File: config.mk
export PLATFORM = sky130hd
export DESIGN_NAME = rtc_serial_regs
export DESIGN_NICKNAME = d
export VERILOG_FILES = /design/src/hw/rtc_serial_regs.v /design/src/hw/link_sync.v
export VERILOG_INCLUDE_DIRS = /design/src /design/src/include
export SDC_FILE = /design/constraint.sdc
export NUM_CORES = 1
export LEC_CHECK = 0
export BUFFER_PORTS_ARGS = -buffer_cell sky130_fd_sc_hd__buf_4
export CAP_MARGIN = 10
export CELL_PAD_IN_SITES_DETAIL_PLACEMENT = 0
export CELL_PAD_IN_SITES_GLOBAL_PLACEMENT = 1
export CORE_ASPECT_RATIO = 1.1
export CORE_MARGIN = 8
export CORE_UTILIZATION = 45
export DETAILED_ROUTE_END_ITERATION = 8
export GPL_TIMING_DRIVEN = 0
export PLACE_DENSITY = 0.78
export SETUP_SLACK_MARGIN = 0.4
export SLEW_MARGIN = 15
export SYNTH_ARGS = -nofsm -noshare
export SYNTH_HDL_FRONTEND = slang
export SYNTH_SLANG_ARGS = --single-unit
File: constraint.sdc
create_clock -name ref_clk -period 1.7 [get_ports ref_clk]
set_input_delay 0.17 -clock ref_clk [delete_from_list [all_inputs] [get_ports ref_clk]]
set_output_delay 0.17 -clock ref_clk [all_outputs]
set_load 0.02 [all_outputs]
File: src/include/rtc_map_defs.vh
`ifndef RTC_MAP_DEFS_VH
`define RTC_MAP_DEFS_VH
// Register addresses
`define ADDR_SEC_UNITS      4'h0
`define ADDR_SEC_TENS       4'h1
`define ADDR_MIN_UNITS      4'h2
`define ADDR_MIN_TENS       4'h3
`define ADDR_HOUR_UNITS     4'h4
`define ADDR_HOUR_TENS      4'h5
`define ADDR_WEEKDAY        4'h6
`define ADDR_IRQ_SELECT     4'h7
`define ADDR_DAY_UNITS      4'h8
`define ADDR_DAY_TENS       4'h9
`define ADDR_MON_UNITS      4'ha
`define ADDR_MON_TENS       4'hb
`define ADDR_YEAR_UNITS     4'hc
`define ADDR_YEAR_TENS      4'hd
`define ADDR_PRIMARY_CTRL   4'he
`define ADDR_SECONDARY_CTRL 4'hf
// Implemented-bit masks, counter bank
`define MASK_SEC_TENS       4'h7
`define MASK_MIN_TENS       4'h7
`define MASK_HOUR_TENS      4'h3
`define MASK_WEEKDAY        4'h7
`define MASK_DAY_TENS       4'h3
`define MASK_MON_TENS       4'h1
// Implemented-bit masks, alarm bank and secondary control
`define MASK_AL_MIN_TENS    4'h7
`define MASK_AL_HOUR_TENS   4'hb
`define MASK_SECONDARY_CTRL 4'hb
// Control field positions
`define BIT_ADJ_BUSY        0
`define BIT_CARRY_HALT      1
`define BIT_ALARM_FLAG      2
`define BIT_IRQ_FLAG        3
`define BIT_TEST_N          0
`define BIT_BANK            1
`define BIT_HOUR24          3
// Reset values
`define RST_PRIMARY_CTRL    4'h2
`define RST_SECONDARY_CTRL  4'h1
// Frame field lengths in shift-clock bits
`define CTRL_BITS           4
`define ADDR_BITS           4
`define DATA_BITS           4
`endif

File: src/hw/rtc_serial_regs.v
`timescale 1ns/10ps
`include "rtc_map_defs.vh"
// Overview of operation
// - Four-bit address selects sixteen 4-bit registers
// - Alarm bank addresses 0,1 hold weekday selects
// - Every implemented bit but control one bits 0,1 is readable and writable
// - Unimplemented bits read zero, ignore writes
// - Control one bit0: adjust on write, busy on read
// - Control one bit1: carry enable / halt flag
// - Bank bit picks counters or alarms at 0-5
// - Addresses 7, E, F ignore bank bit
// - Chip enable low forces carry, test to one
// - Data pin floats while chip enable low
// - Control bits, then address, then data
// - Variant picks sampling and driving edges
// - Control one write clears halt flag while oscillator runs
module rtc_serial_regs #(
	parameter WRITE_ON_RISE = 0  // 0: sample falling, drive rising
) (
	input  wire       ref_clk,            // 25 MHz system clock
	input  wire       rstn,               // Async reset, active low
	input  wire       chip_enable,        // Link select pin, high active
	input  wire       shift_clk,          // Link shift clock pin
	input  wire       serial_data_i,      // Data pin input
	output reg        serial_data_o,      // Data pin output
	output reg        serial_data_oe_n,   // Data pin enable, low drives
	input  wire       osc_running,        // Oscillator alive indication
	input  wire       counter_busy_flag,  // Counter update in progress
	input  wire       irq_flag_set,       // Periodic interrupt event
	input  wire       alarm_flag_set,     // Alarm match event
	output reg        seconds_adjust_request, // Adjust pulse
	output wire       carry_enable,       // One-second carry enable
	output wire       osc_halt_flag,      // Oscillator halt seen
	output wire       periodic_irq_flag,  // Periodic interrupt flag
	output wire       alarm_match_flag,   // Alarm match flag
	output wire       bank_sel,           // Current bank
	output wire       hour24_sel,         // 12/24-hour select
	output wire       test_n,             // Test control, active low
	output wire [3:0] periodic_irq_select // Interrupt cycle setting
);
	localparam ST_IDLE = 2'd0;
	localparam ST_CTRL = 2'd1;
	localparam ST_ADDR = 2'd2;
	localparam ST_DATA = 2'd3;

	wire       ce_lvl;
	wire       sclk_rise;
	wire       sclk_fall;
	wire       sdi_lvl;
	wire       sample_edge;
	wire       drive_edge;
	reg  [1:0] state_r;
	reg  [1:0] cnt_r;
	reg  [3:0] ctrl_sr_r;
	reg  [3:0] addr_r;
	reg  [3:0] data_sr_r;
	reg  [3:0] rd_sr_r;
	reg        is_read_r;
	// Write decode, valid for one cycle at the last data bit
	reg        wr_done;
	reg  [3:0] wr_word;
	reg        wr_pctrl;
	reg        wr_sctrl;
	reg        wr_alarm;
	reg        wr_cnt;
	reg  [3:0] cnt_regs_r [0:15];
	reg  [3:0] alarm_regs_r [0:5];
	reg  [3:0] pctrl_r;
	reg  [3:0] sctrl_r;
	reg  [3:0] rd_word;

	// Pins lag about four clocks; link halves must be longer
	link_sync u_ce (
		.ref_clk  (ref_clk),
		.rstn     (rstn),
		.async_in (chip_enable),
		.level_r  (ce_lvl),
		.rise     (),
		.fall     ()
	);
	link_sync u_sclk (
		.ref_clk  (ref_clk),
		.rstn     (rstn),
		.async_in (shift_clk),
		.level_r  (),
		.rise     (sclk_rise),
		.fall     (sclk_fall)
	);
	link_sync u_sdi (
		.ref_clk  (ref_clk),
		.rstn     (rstn),
		.async_in (serial_data_i),
		.level_r  (sdi_lvl),
		.rise     (),
		.fall     ()
	);

	assign sample_edge = WRITE_ON_RISE ? sclk_rise : sclk_fall;
	assign drive_edge  = WRITE_ON_RISE ? sclk_fall : sclk_rise;

	// Implemented-bit mask per address and bank
	function [3:0] impl_mask;
		input [3:0] a;
		input       bank;
		begin
			impl_mask = 4'hf;
			case (a)
			`ADDR_SEC_TENS:  impl_mask = bank ? 4'hf : `MASK_SEC_TENS;
			`ADDR_MIN_TENS:  impl_mask = bank ? `MASK_AL_MIN_TENS
				: `MASK_MIN_TENS;
			`ADDR_HOUR_TENS: impl_mask = bank ? `MASK_AL_HOUR_TENS
				: `MASK_HOUR_TENS;
			`ADDR_WEEKDAY:   impl_mask = `MASK_WEEKDAY;
			`ADDR_DAY_TENS:  impl_mask = `MASK_DAY_TENS;
			`ADDR_MON_TENS:  impl_mask = `MASK_MON_TENS;
			`ADDR_SECONDARY_CTRL: impl_mask = `MASK_SECONDARY_CTRL;
			default:         impl_mask = 4'hf;
			endcase
		end
	endfunction

	// Bank applies only below the weekday counter
	function in_alarm_bank;
		input [3:0] a;
		input       bank;
		begin
			in_alarm_bank = bank && (a <= `ADDR_HOUR_TENS);
		end
	endfunction

	// True on the last bit of a four-bit field
	function field_last;
		input [1:0] c;
		begin
			field_last = (c == 2'h3);
		end
	endfunction

	assign carry_enable        = pctrl_r[`BIT_CARRY_HALT];
	assign periodic_irq_flag   = pctrl_r[`BIT_IRQ_FLAG];
	assign alarm_match_flag    = pctrl_r[`BIT_ALARM_FLAG];
	assign bank_sel            = sctrl_r[`BIT_BANK];
	assign hour24_sel          = sctrl_r[`BIT_HOUR24];
	assign test_n              = sctrl_r[`BIT_TEST_N];
	assign periodic_irq_select = cnt_regs_r[`ADDR_IRQ_SELECT];

	reg halt_r;
	assign osc_halt_flag = halt_r;

	// Read data multiplexer
	always @* begin
		rd_word = 4'h0;
		if (addr_r == `ADDR_PRIMARY_CTRL) begin
			rd_word = pctrl_r;
			rd_word[`BIT_ADJ_BUSY]   = counter_busy_flag;
			rd_word[`BIT_CARRY_HALT] = halt_r;
		end else if (addr_r == `ADDR_SECONDARY_CTRL)
			rd_word = sctrl_r & `MASK_SECONDARY_CTRL;
		else if (in_alarm_bank(addr_r, bank_sel))
			rd_word = alarm_regs_r[addr_r[2:0]]
				& impl_mask(addr_r, 1'b1);
		else
			rd_word = cnt_regs_r[addr_r]
				& impl_mask(addr_r, 1'b0);
	end

	// Write decode: one commit per frame, on the last data bit
	always @* begin
		wr_word  = {sdi_lvl, data_sr_r[3:1]};
		wr_done  = ce_lvl && state_r == ST_DATA && !is_read_r
			&& sample_edge && field_last(cnt_r);
		wr_pctrl = 1'b0;
		wr_sctrl = 1'b0;
		wr_alarm = 1'b0;
		wr_cnt   = 1'b0;
		// Bank bit is taken as it stands when the frame ends
		if (wr_done) begin
			if (addr_r == `ADDR_PRIMARY_CTRL)
				wr_pctrl = 1'b1;
			else if (addr_r == `ADDR_SECONDARY_CTRL)
				wr_sctrl = 1'b1;
			else if (in_alarm_bank(addr_r, bank_sel))
				wr_alarm = 1'b1;
			else
				wr_cnt = 1'b1;
		end
	end

	// Frame sequencer; chip enable low abandons a partial frame
	always @(posedge ref_clk or negedge rstn) begin
		if (!rstn) begin
			state_r   <= ST_IDLE;
			cnt_r     <= 2'h0;
			ctrl_sr_r <= 4'h0;
			addr_r    <= 4'h0;
			data_sr_r <= 4'h0;
			is_read_r <= 1'b0;
		end else if (!ce_lvl) begin
			state_r <= ST_IDLE;
		end else begin
			case (state_r)
			ST_IDLE: begin
				state_r <= ST_CTRL;
				cnt_r   <= 2'h0;
			end
			ST_CTRL: if (sample_edge) begin
				ctrl_sr_r <= {ctrl_sr_r[2:0], sdi_lvl};
				cnt_r     <= cnt_r + 2'h1;
				if (field_last(cnt_r))
					state_r <= ST_ADDR;
			end
			ST_ADDR: if (sample_edge) begin
				addr_r <= {addr_r[2:0], sdi_lvl};
				cnt_r  <= cnt_r + 2'h1;
				// Only the first control bit matters: one reads
				if (field_last(cnt_r)) begin
					state_r   <= ST_DATA;
					is_read_r <= ctrl_sr_r[3];
				end
			end
			ST_DATA: if (!is_read_r && sample_edge) begin
				data_sr_r <= wr_word;
				cnt_r     <= cnt_r + 2'h1;
				if (field_last(cnt_r))
					state_r <= ST_IDLE;
			end
			default: state_r <= ST_IDLE;
			endcase
		end
	end

	// Read shifter; the first drive edge turns the pin round
	// Bits leave LSB first; extra edges shift out zeros
	always @(posedge ref_clk or negedge rstn) begin
		if (!rstn) begin
			serial_data_o    <= 1'b0;
			serial_data_oe_n <= 1'b1;
			rd_sr_r          <= 4'h0;
		end else if (!ce_lvl) begin
			serial_data_oe_n <= 1'b1;
		end else if (state_r == ST_DATA && is_read_r
			&& drive_edge) begin
			serial_data_oe_n <= 1'b0;
			if (serial_data_oe_n) begin
				serial_data_o <= rd_word[0];
				rd_sr_r       <= {1'b0, rd_word[3:1]};
			end else begin
				serial_data_o <= rd_sr_r[0];
				rd_sr_r       <= {1'b0, rd_sr_r[3:1]};
			end
		end
	end

	// Control registers
	always @(posedge ref_clk or negedge rstn) begin
		if (!rstn) begin
			pctrl_r                <= `RST_PRIMARY_CTRL;
			sctrl_r                <= `RST_SECONDARY_CTRL;
			halt_r                 <= 1'b1;
			seconds_adjust_request <= 1'b0;
		end else begin
			seconds_adjust_request <= wr_pctrl
				& wr_word[`BIT_ADJ_BUSY];
			if (wr_pctrl) begin
				pctrl_r[3:1] <= wr_word[3:1];
				if (osc_running)
					halt_r <= 1'b0;
			end
			if (wr_sctrl)
				sctrl_r <= wr_word
					& `MASK_SECONDARY_CTRL;
			// Deselected: carry and test forced, halt sensing live
			if (!ce_lvl) begin
				pctrl_r[`BIT_CARRY_HALT] <= 1'b1;
				sctrl_r[`BIT_TEST_N]     <= 1'b1;
				if (!osc_running)
					halt_r <= 1'b1;
			end
			// Placed last so a same-cycle event beats a host clear
			if (irq_flag_set)
				pctrl_r[`BIT_IRQ_FLAG] <= 1'b1;
			if (alarm_flag_set)
				pctrl_r[`BIT_ALARM_FLAG] <= 1'b1;
		end
	end

	// Register file; masks drop writes to unimplemented bits
	// Slots E and F stay unused, control lives apart
	integer i;
	always @(posedge ref_clk or negedge rstn) begin
		if (!rstn) begin
			for (i = 0; i < 16; i = i + 1)
				cnt_regs_r[i] <= 4'h0;
			for (i = 0; i < 6; i = i + 1)
				alarm_regs_r[i] <= 4'h0;
		end else if (wr_alarm) begin
			alarm_regs_r[addr_r[2:0]] <= wr_word
				& impl_mask(addr_r, 1'b1);
		end else if (wr_cnt) begin
			cnt_regs_r[addr_r] <= wr_word
				& impl_mask(addr_r, 1'b0);
		end
	end
endmodule // rtc_serial_regs

File: src/hw/link_sync.v
`timescale 1ns/10ps
// Three-stage synchroniser; change accepted when stages two and three agree
module link_sync (
	input  wire ref_clk,   // System clock
	input  wire rstn,      // Async reset, active low
	input  wire async_in,  // Pin level
	output reg  level_r,   // Filtered level
	output wire rise,      // One-cycle pulse on accepted rise
	output wire fall       // One-cycle pulse on accepted fall
);
	reg s1_r;
	reg s2_r;
	reg s3_r;
	reg prev_r;

	always @(posedge ref_clk or negedge rstn) begin
		if (!rstn) begin
			s1_r    <= 1'b0;
			s2_r    <= 1'b0;
			s3_r    <= 1'b0;
			level_r <= 1'b0;
			prev_r  <= 1'b0;
		end else begin
			s1_r   <= async_in;
			s2_r   <= s1_r;
			s3_r   <= s2_r;
			prev_r <= level_r;
			if (s2_r == s3_r)
				level_r <= s3_r;
		end
	end

	assign rise = level_r & ~prev_r;
	assign fall = ~level_r & prev_r;
endmodule // link_sync

==> impl_results.md, run 1 <==
* Rel. slew slack at 0.625
* Main synth FF type: dfrtp_1
* Share of layout cells above drive strength 1 at 0.520
* Largest cells by area after synthesis: dfrtp_1, mux2_2, mux4_2
* Ports at 23
* CP arrival at 2.32 ns
* Vias/cell at 5.68
* Clock latency on the worst-skew pair at 0.41 ns
* Synthesized area at 5610 um^2
* Total die area at 16300 um^2
* CTS tree: built
* Worst reg2reg setup slack at -0.33 ns
* Power density over cell area at 1220 nW/um^2
* Hold crit path type: in -> async
* Max-slew violations at 0
* CTS root buffer: clkbuf_16
* Fin. Hold Viols at 0
* RR Endpoint: alarm_regs_r[12]
* Clk pin slew, worst setup/hold paths at 0.06 ns
* Measured slew at the worst slew-check pin at 0.562 ns
* Post-synth EDFFs at 0
* CP max FO at 4
* First DRT Iteration DRCs at 252
* Global route overflow at 0
* Port Buffer Count at 22
* Commonest cells in the netlist: dfrtp_1, mux2_2, nor2_1
* Failing checks: setup timing
* Dominant cell type by area after synthesis: dfrtp_1
* Async SR Flop Fraction at 1.00
* Synth Warn # at 0
* Clock sinks at 120
* # DRC at 0
* Final ANT Viol Nets at 0
* Max clock buf depth at 2
* Syn_area_per_cell at 12.4 um^2
* Cell variety after synth at 52
* Fmax at 493 MHz
* Placed Instances at 634
* Placed Area at 6140 um^2
* Routed wire length at 15300 um
* Static Leak at 3.39 nW
* Max-cap violations at 0
* Cells after synthesis at 454
* Outcome: finished with violations
* Crit path launch type: register
* Crit Path Category: reg -> reg
* Hold_ws at 0.270 ns
* Fin crit period at 2.03 ns
* Sequential area share after synthesis at 0.536
* GPL Wtd Cong at 0.888
* Final Worst Setup Slack at -0.328 ns
* All-Layer GR Usage at 0.191
* Dpl ws at -0.674 ns
* Peak supply drop at 0.818 mV
* Starting density of the core at 0.454
* Wire per inst at 21.8 um
* Syn nets at 468
* Die Span X at 122 um
* Rows at 43
* Count leader, synth: dfrtp_1
* TritonCTS Buffers at 17
* Via count at 3984
* Final #Nets at 545
* Initial DRT Pass Iterations at 4
* First-pass GRT wire length at 23700 um
* CP endpoint kind: register
* Core area at 12400 um^2
* Reg2reg path depth at 7
* Layout Skew at 0.00688 ns
* Syn-to-layout area delta at 38.4%
* Fin area at 7770 um^2
* Initial antenna violation count at 0
* Yosys top cell area share at 0.517
* Final setup viols at 81
* Largest net degree at the start of global routing at 70
* Final period util at 1.19
* R2R Path Start: cnt_r[1]
* DP HPWL at 9570 um
* Fin cells at 701
* Number of synthesized register bits at 120
* Vias in the first global route at 4234
* Critical path required time at 1.99 ns
* # H-tree levels at 4
* Antenna cells at 0
* Die Height at 133 um
* RSZ-0062 raised after global routing: true
==> worst max-delay path by stage <==
stage,endpoint,from,cells after the start
3_5_place_dp,alarm_regs_r[10],addr_r[2],6
3_3_place_gp,cnt_regs_r[58],addr_r[2],6
4_1_cts,cnt_regs_r[47],cnt_r[1],7
5_1_grt,cnt_regs_r[28],cnt_r[0],8
2_1_floorplan,alarm_regs_r[4],cnt_r[0],6
6_report,alarm_regs_r[12],cnt_r[1],7
==> power breakdown <==
part           switching (W)  leakage [nW]  total, W  internal (W)
Clock                0.00130         0.302   0.00378       0.00248
Combinational        0.00136          1.48   0.00255       0.00119
Sequential          0.000130          1.61   0.00313       0.00300
Total                0.00279          3.39   0.00945       0.00666
==> flip-flops by register name, indices dropped and copies added, names as in the netlist, 2 cells and up <==
| signal | flops |
|---|---|
| cnt_regs_r | 51 |
| periodic_irq_select | 4 |
| rd_sr_r | 3 |
| data_sr_r | 3 |
| ctrl_sr_r | 4 |
| sctrl_r | 3 |
| addr_r | 4 |
| state_r | 2 |
| alarm_regs_r | 23 |
| cnt_r | 2 |
==> area by class of cell <==
class | instances | area (um^2)
plain buffers | 32 | 258
clock buffers | 19 | 443
clock inverters | 13 | 178
fillers | 936 | 4600
inverters | 6 | 28.8
multi-input cells | 296 | 3070
flip-flops and latches | 120 | 3010
well taps | 157 | 196
repair buffers | 58 | 588
==> cells by family after synthesis <==
group | after synthesis | synth area share
AND/OR/NAND/NOR | 122 | 0.113
multiplexers | 105 | 0.231
buffers and inverters | 38 | 0.0337
AO/OA/AOI/OAI | 60 | 0.0684
adder cells (fa/ha/maj) | 8 | 0.0165
flip-flops | 120 | 0.536
XOR/XNOR | 1 | 0.00156
==> worst max-delay path, stage by stage, from the launching register on <==
cell and delay, ns:
dfrtp_1 0.35, ha_2 0.19, and3b_2 0.20, nor3b_4 0.20, buf_6 0.17, nand3_4 0.18, nor2_4 0.26, mux2_4 0.33
==> what timing repair did <==
| action | in CTS | in global routing |
|---|---|---|
| gates resized for setup | 109 | 67 |
| endpoints found under the setup margin | 104 | 105 |
| hold buffers | 7 | 0 |
| cloned | 0 | 1 |
| buffers inserted | 15 | 12 |
| endpoints found under the hold margin | 57 | 0 |
| pin swaps | 18 | 24 |
==> metal layers <==
| metal | wire [um] | up-vias | share of wire | global-route usage |
|---|---|---|---|---|
| met2 | 7510 | 96 | 0.49 | 0.303 |
| li1 | - | 1783 | - | - |
| met4 | 480 | 0 | 0.031 | 0.0861 |
| met5 | 0 | - | 0 | 0 |
| met3 | 681 | 33 | 0.044 | 0.0419 |
| met1 | 6650 | 2072 | 0.43 | 0.245 |
==> through the flow <==
step                power, W  utilization  setup TNS, ns
detailed placement   0.00471        0.496         -38.93
global placement     0.00466        0.494         -37.31
global route         0.00978        0.628         -21.50
CTS                  0.00908        0.597         -13.81
floorplan            0.00417            -          -5.90
finish               0.00945        0.628         -16.50
==> layout by cell type (no fill, tap or decap), drive strengths merged, types with 2 or more instances in the layout <==
master	netlist	routed
nand3	7	7
nand2b	8	8
mux2i	9	9
a21oi	13	13
maj3	3	3
a211oi	5	5
dlygate4sd3	0	7
bufinv	0	4
nor2b	13	13
mux4	11	11
a21o	2	2
o21a	2	2
a31oi	2	2
inv	6	5
clkbuf	13	33
dfstp	4	4
a22oi	2	2
ha	5	5
mux2	85	85
dfrtp	116	116
buf	19	69
and2	3	3
nor3	11	11
a32oi	2	2
or3	4	4
clkinv	0	7
nand2	29	29
nor2	36	36
o22ai	3	3
a211o	2	2
nand4	3	3
clkinvlp	0	3
o21ai	18	18
o211ai	2	2
(Power assumes the default switching activity.)
==> run 2, diff against run 1 <==
- ABC_AREA: unset -> 1
- CORE_UTILIZATION: 45 -> 42
==> run 2 against run 1 <==
The flow still finishes with violations (setup timing). Non-clock buffer count up 36. Clock skew up 0.0074 ns. Sequential cell count up 10. Critical path type unchanged. Largest power group unchanged.
==> impl_results.md, run 2 <==
* Total die area at 18000 um^2 (+11%)
* Cell variety after synth at 37 (-29%)
* Failing checks: setup timing
* Hold crit path type: in -> reg
* Port Buffer Count at 22 (unchanged)
* Final Worst Setup Slack at -0.127 ns (+0.201 ns)
* Static Leak at 4.00 nW (+18%)
* Routed wire length at 18100 um (+18%)
* Final period util at 1.07 (-0.118)
* Fin. Hold Viols at 0 (unchanged)
* Sequential cell area at 3260 um^2 (+8.4%)
* First DRT Iteration DRCs at 442 (+75%)
* CP peak stage delay at 0.42 ns (+0.07 ns)
* # fillers at 1109 (+18%)
* Multi-input logic area at 3130 um^2 (+1.9%)
* Async SR Flop Fraction at 1.00 (unchanged)
* Clock latency on the worst-skew pair at 0.43 ns (+0.02 ns)
* Antenna cells at 0 (unchanged)
* Clk pin slew, worst setup/hold paths at 0.06 ns (about the same)
* Fin crit period at 1.83 ns (-0.201 ns)
* Synthesized area at 5880 um^2 (+4.8%)
* Largest cells by area after synthesis: dfrtp_1, nand2_1, o21ai_0
* Reg2reg path depth at 11 (+4)
* Synth Warn # at 0 (unchanged)
* Final setup viols at 46 (-43%)
* All-Layer GR Usage at 0.199 (+0.00741)
* Yosys top cell area share at 0.536 (+0.0190)
* Starting density of the core at 0.428 (-0.0255)
* Fin cells at 1007 (+44%)
* TritonCTS Buffers at 17 (unchanged)
* Cells after synthesis at 687 (+51%)
* Hold path start: counter_busy_flag
* Dominant cell type by area after synthesis: dfrtp_1
* Commonest cells in the netlist: nand2_1, dfrtp_1, nor2_1
* Crit path launch type: register
* R2R Path Start: addr_r[1]
* Top Registers: cnt_regs_r (60), alarm_regs_r (24)
* CP endpoint kind: register
* Fmax at 547 MHz (+11%)
* Syn_area_per_cell at 8.56 um^2 (-31%)
* Largest Register: cnt_regs_r
* Syn nets at 701 (+50%)
* Clock sinks at 130 (+8.3%)
* Rows at 45 (+4.7%)
* Rel. slew slack at 0.621 (-0.00418)
* Vias in the first global route at 5081 (+20%)
* CP Launch Point: addr_r[1]
* Measured slew at the worst slew-check pin at 0.568 ns (+0.00627 ns)
* Slowest-stage cell, CP: dfrtp_1
* DP HPWL at 10600 um (+11%)
* Flip-flop count of the largest register after layout at 60 (+18%)
* CTS root buffer: clkbuf_16
* Initial DRT Pass Iterations at 5 (+1)
* Max-slew violations at 0 (unchanged)
* Wire per inst at 17.9 um (-18%)
* Power density over cell area at 1190 nW/um^2 (-1.9%)
* Share of layout cells above drive strength 1 at 0.396 (-0.125)
* Die Height at 140 um (+5.2%)
* Global route overflow at 0 (unchanged)
* Layout Skew at 0.0143 ns (+0.00742 ns)
* CP arrival at 2.14 ns (-0.18 ns)
* Max clock buf depth at 2 (unchanged)
* CP max FO at 7 (+3)
* Die Span X at 129 um (+5.2%)
* Main synth FF type: dfrtp_1
* Worst Hold Endpoint: serial_data_o
* Peak supply drop at 0.918 mV (+12%)
* RR Endpoint: rd_sr_r[1]
* Placed Instances at 898 (+42%)
* Syn-to-layout area delta at 47.3%
* Largest net degree at the start of global routing at 73 (+4.3%)
* Commonest non-fill, non-tap cell in the layout: nand2_1
* Max-cap violations at 0 (unchanged)
* Outcome: finished with violations
* RSZ-0062 raised after global routing: true
* Critical path, cell by cell: buf_12 -> clkinv_16 -> buf_4 -> nand2_8 -> buf_4 -> o21ai_0 -> o21ai_1 -> a21oi_1 -> nand2_1 -> nand2_1 -> a21oi_1
* Final ANT Viol Nets at 0 (unchanged)
* Count leader, synth: nand2_1
* Commonest non-fill, non-tap cells in the layout: nand2_1, dfrtp_1, buf_4
* Final #Nets at 821 (+51%)
* CTS tree: built
* First-pass GRT wire length at 27100 um (+14%)
* Worst hold path depth at 7
* Initial antenna violation count at 0 (unchanged)
* Worst reg2reg setup slack at -0.13 ns (+0.20 ns)
* # DRC at 0 (unchanged)
* Post-synth EDFFs at 0 (unchanged)
* Crit Path Category: reg -> reg
* # H-tree levels at 4 (unchanged)
* Number of synthesized register bits at 130 (+8.3%)
* Critical path required time at 2.01 ns (+0.02 ns)
* Vias/cell at 5.26 (-7.5%)
* Ports at 23 (unchanged)
* GPL Wtd Cong at 0.868 (-2.2%)
* Via count at 5295 (+33%)
* Sequential area share after synthesis at 0.554 (+0.0182)
* Core area at 13700 um^2 (+11%)
* PnR Total Power at 0.0103 W (+9.3%)
==> run 2: logic make-up after synthesis <==
group / count (synthesis) / synth area share
compound gates: 136 / 0.125
fa+ha+maj: 8 / 0.0157
buf+inv: 76 / 0.0538
flops: 130 / 0.554
mux: 2 / 0.00362
simple gates: 335 / 0.248
==> run 2: how the worst max path moves through the flow <==
| stage | to | slack, ns |
|---|---|---|
| after floorplan | cnt_regs_r[29] | 0.12 |
| after global placement | alarm_regs_r[5] | -0.64 |
| after detailed placement | alarm_regs_r[1] | -0.65 |
| after CTS | rd_sr_r[1] | -0.05 |
| after global routing | rd_sr_r[1] | -0.17 |
| final | rd_sr_r[1] | -0.13 |
==> run 2: final cells by class <==
type,instances,area share
inverters,50,0.0290
clock inverters,13,0.0160
multi-input cells,482,0.361
repair buffers,100,0.112
well taps,188,0.0272
clock buffers,18,0.0507
plain buffers,26,0.0269
flip-flops and latches,130,0.377
==> run 2: what timing repair did <==
| item | 4_1_cts | 5_1_grt |
|---|---|---|
| gates cloned | 3 | 2 |
| endpoints found under the hold margin | 62 | 0 |
| hold buffers | 7 | 0 |
| buffers inserted | 41 | 25 |
| setup endpoints to repair | 106 | 111 |
| resized for setup | 148 | 160 |
| pin swaps | 44 | 68 |
==> run 2: worst max-delay path, delay by kind of cell, from the launching register on <==
family | cells | cell delay, ns
and+or+nand+nor | 3 | 0.25
buffers and inverters | 4 | 0.52
DFF | 1 | 0.42
AOI/OAI and AO/OA | 4 | 0.51
==> run 2: where the power goes <==
part / total (W) / switching (W) / internal (W) / leakage, nW
clock network: 0.00355 / 0.00137 / 0.00218 / 0.281
logic: 0.00341 / 0.00204 / 0.00138 / 1.98
registers: 0.00337 / 0.000123 / 0.00325 / 1.74
total: 0.0103 / 0.00353 / 0.00680 / 4.00
==> run 2: routing by layer <==
layer  vias up  share of wire  global-route usage
met5         -              0                   0
met4         0          0.029              0.0904
met3        37          0.059              0.0516
met2       204           0.50               0.318
met1      2582           0.41               0.246
li1       2472              -                   -
==> run 2: through the flow <==
stage / setup TNS [ns] / area [um^2] / hold slack (ns) / util / setup slack, ns
after CTS: -0.245 / 7940 / 0.123 / 0.578 / -0.0547
after global routing: -5.60 / 8660 / 0.173 / 0.630 / -0.174
after detailed placement: -21.07 / 6410 / 0.179 / 0.467 / -0.648
after global placement: -20.34 / 6380 / 0.281 / 0.464 / -0.644
after floorplan: 0 / 5980 / -0.126 / - / 0.122
final: -1.57 / 8660 / 0.141 / 0.630 / -0.127
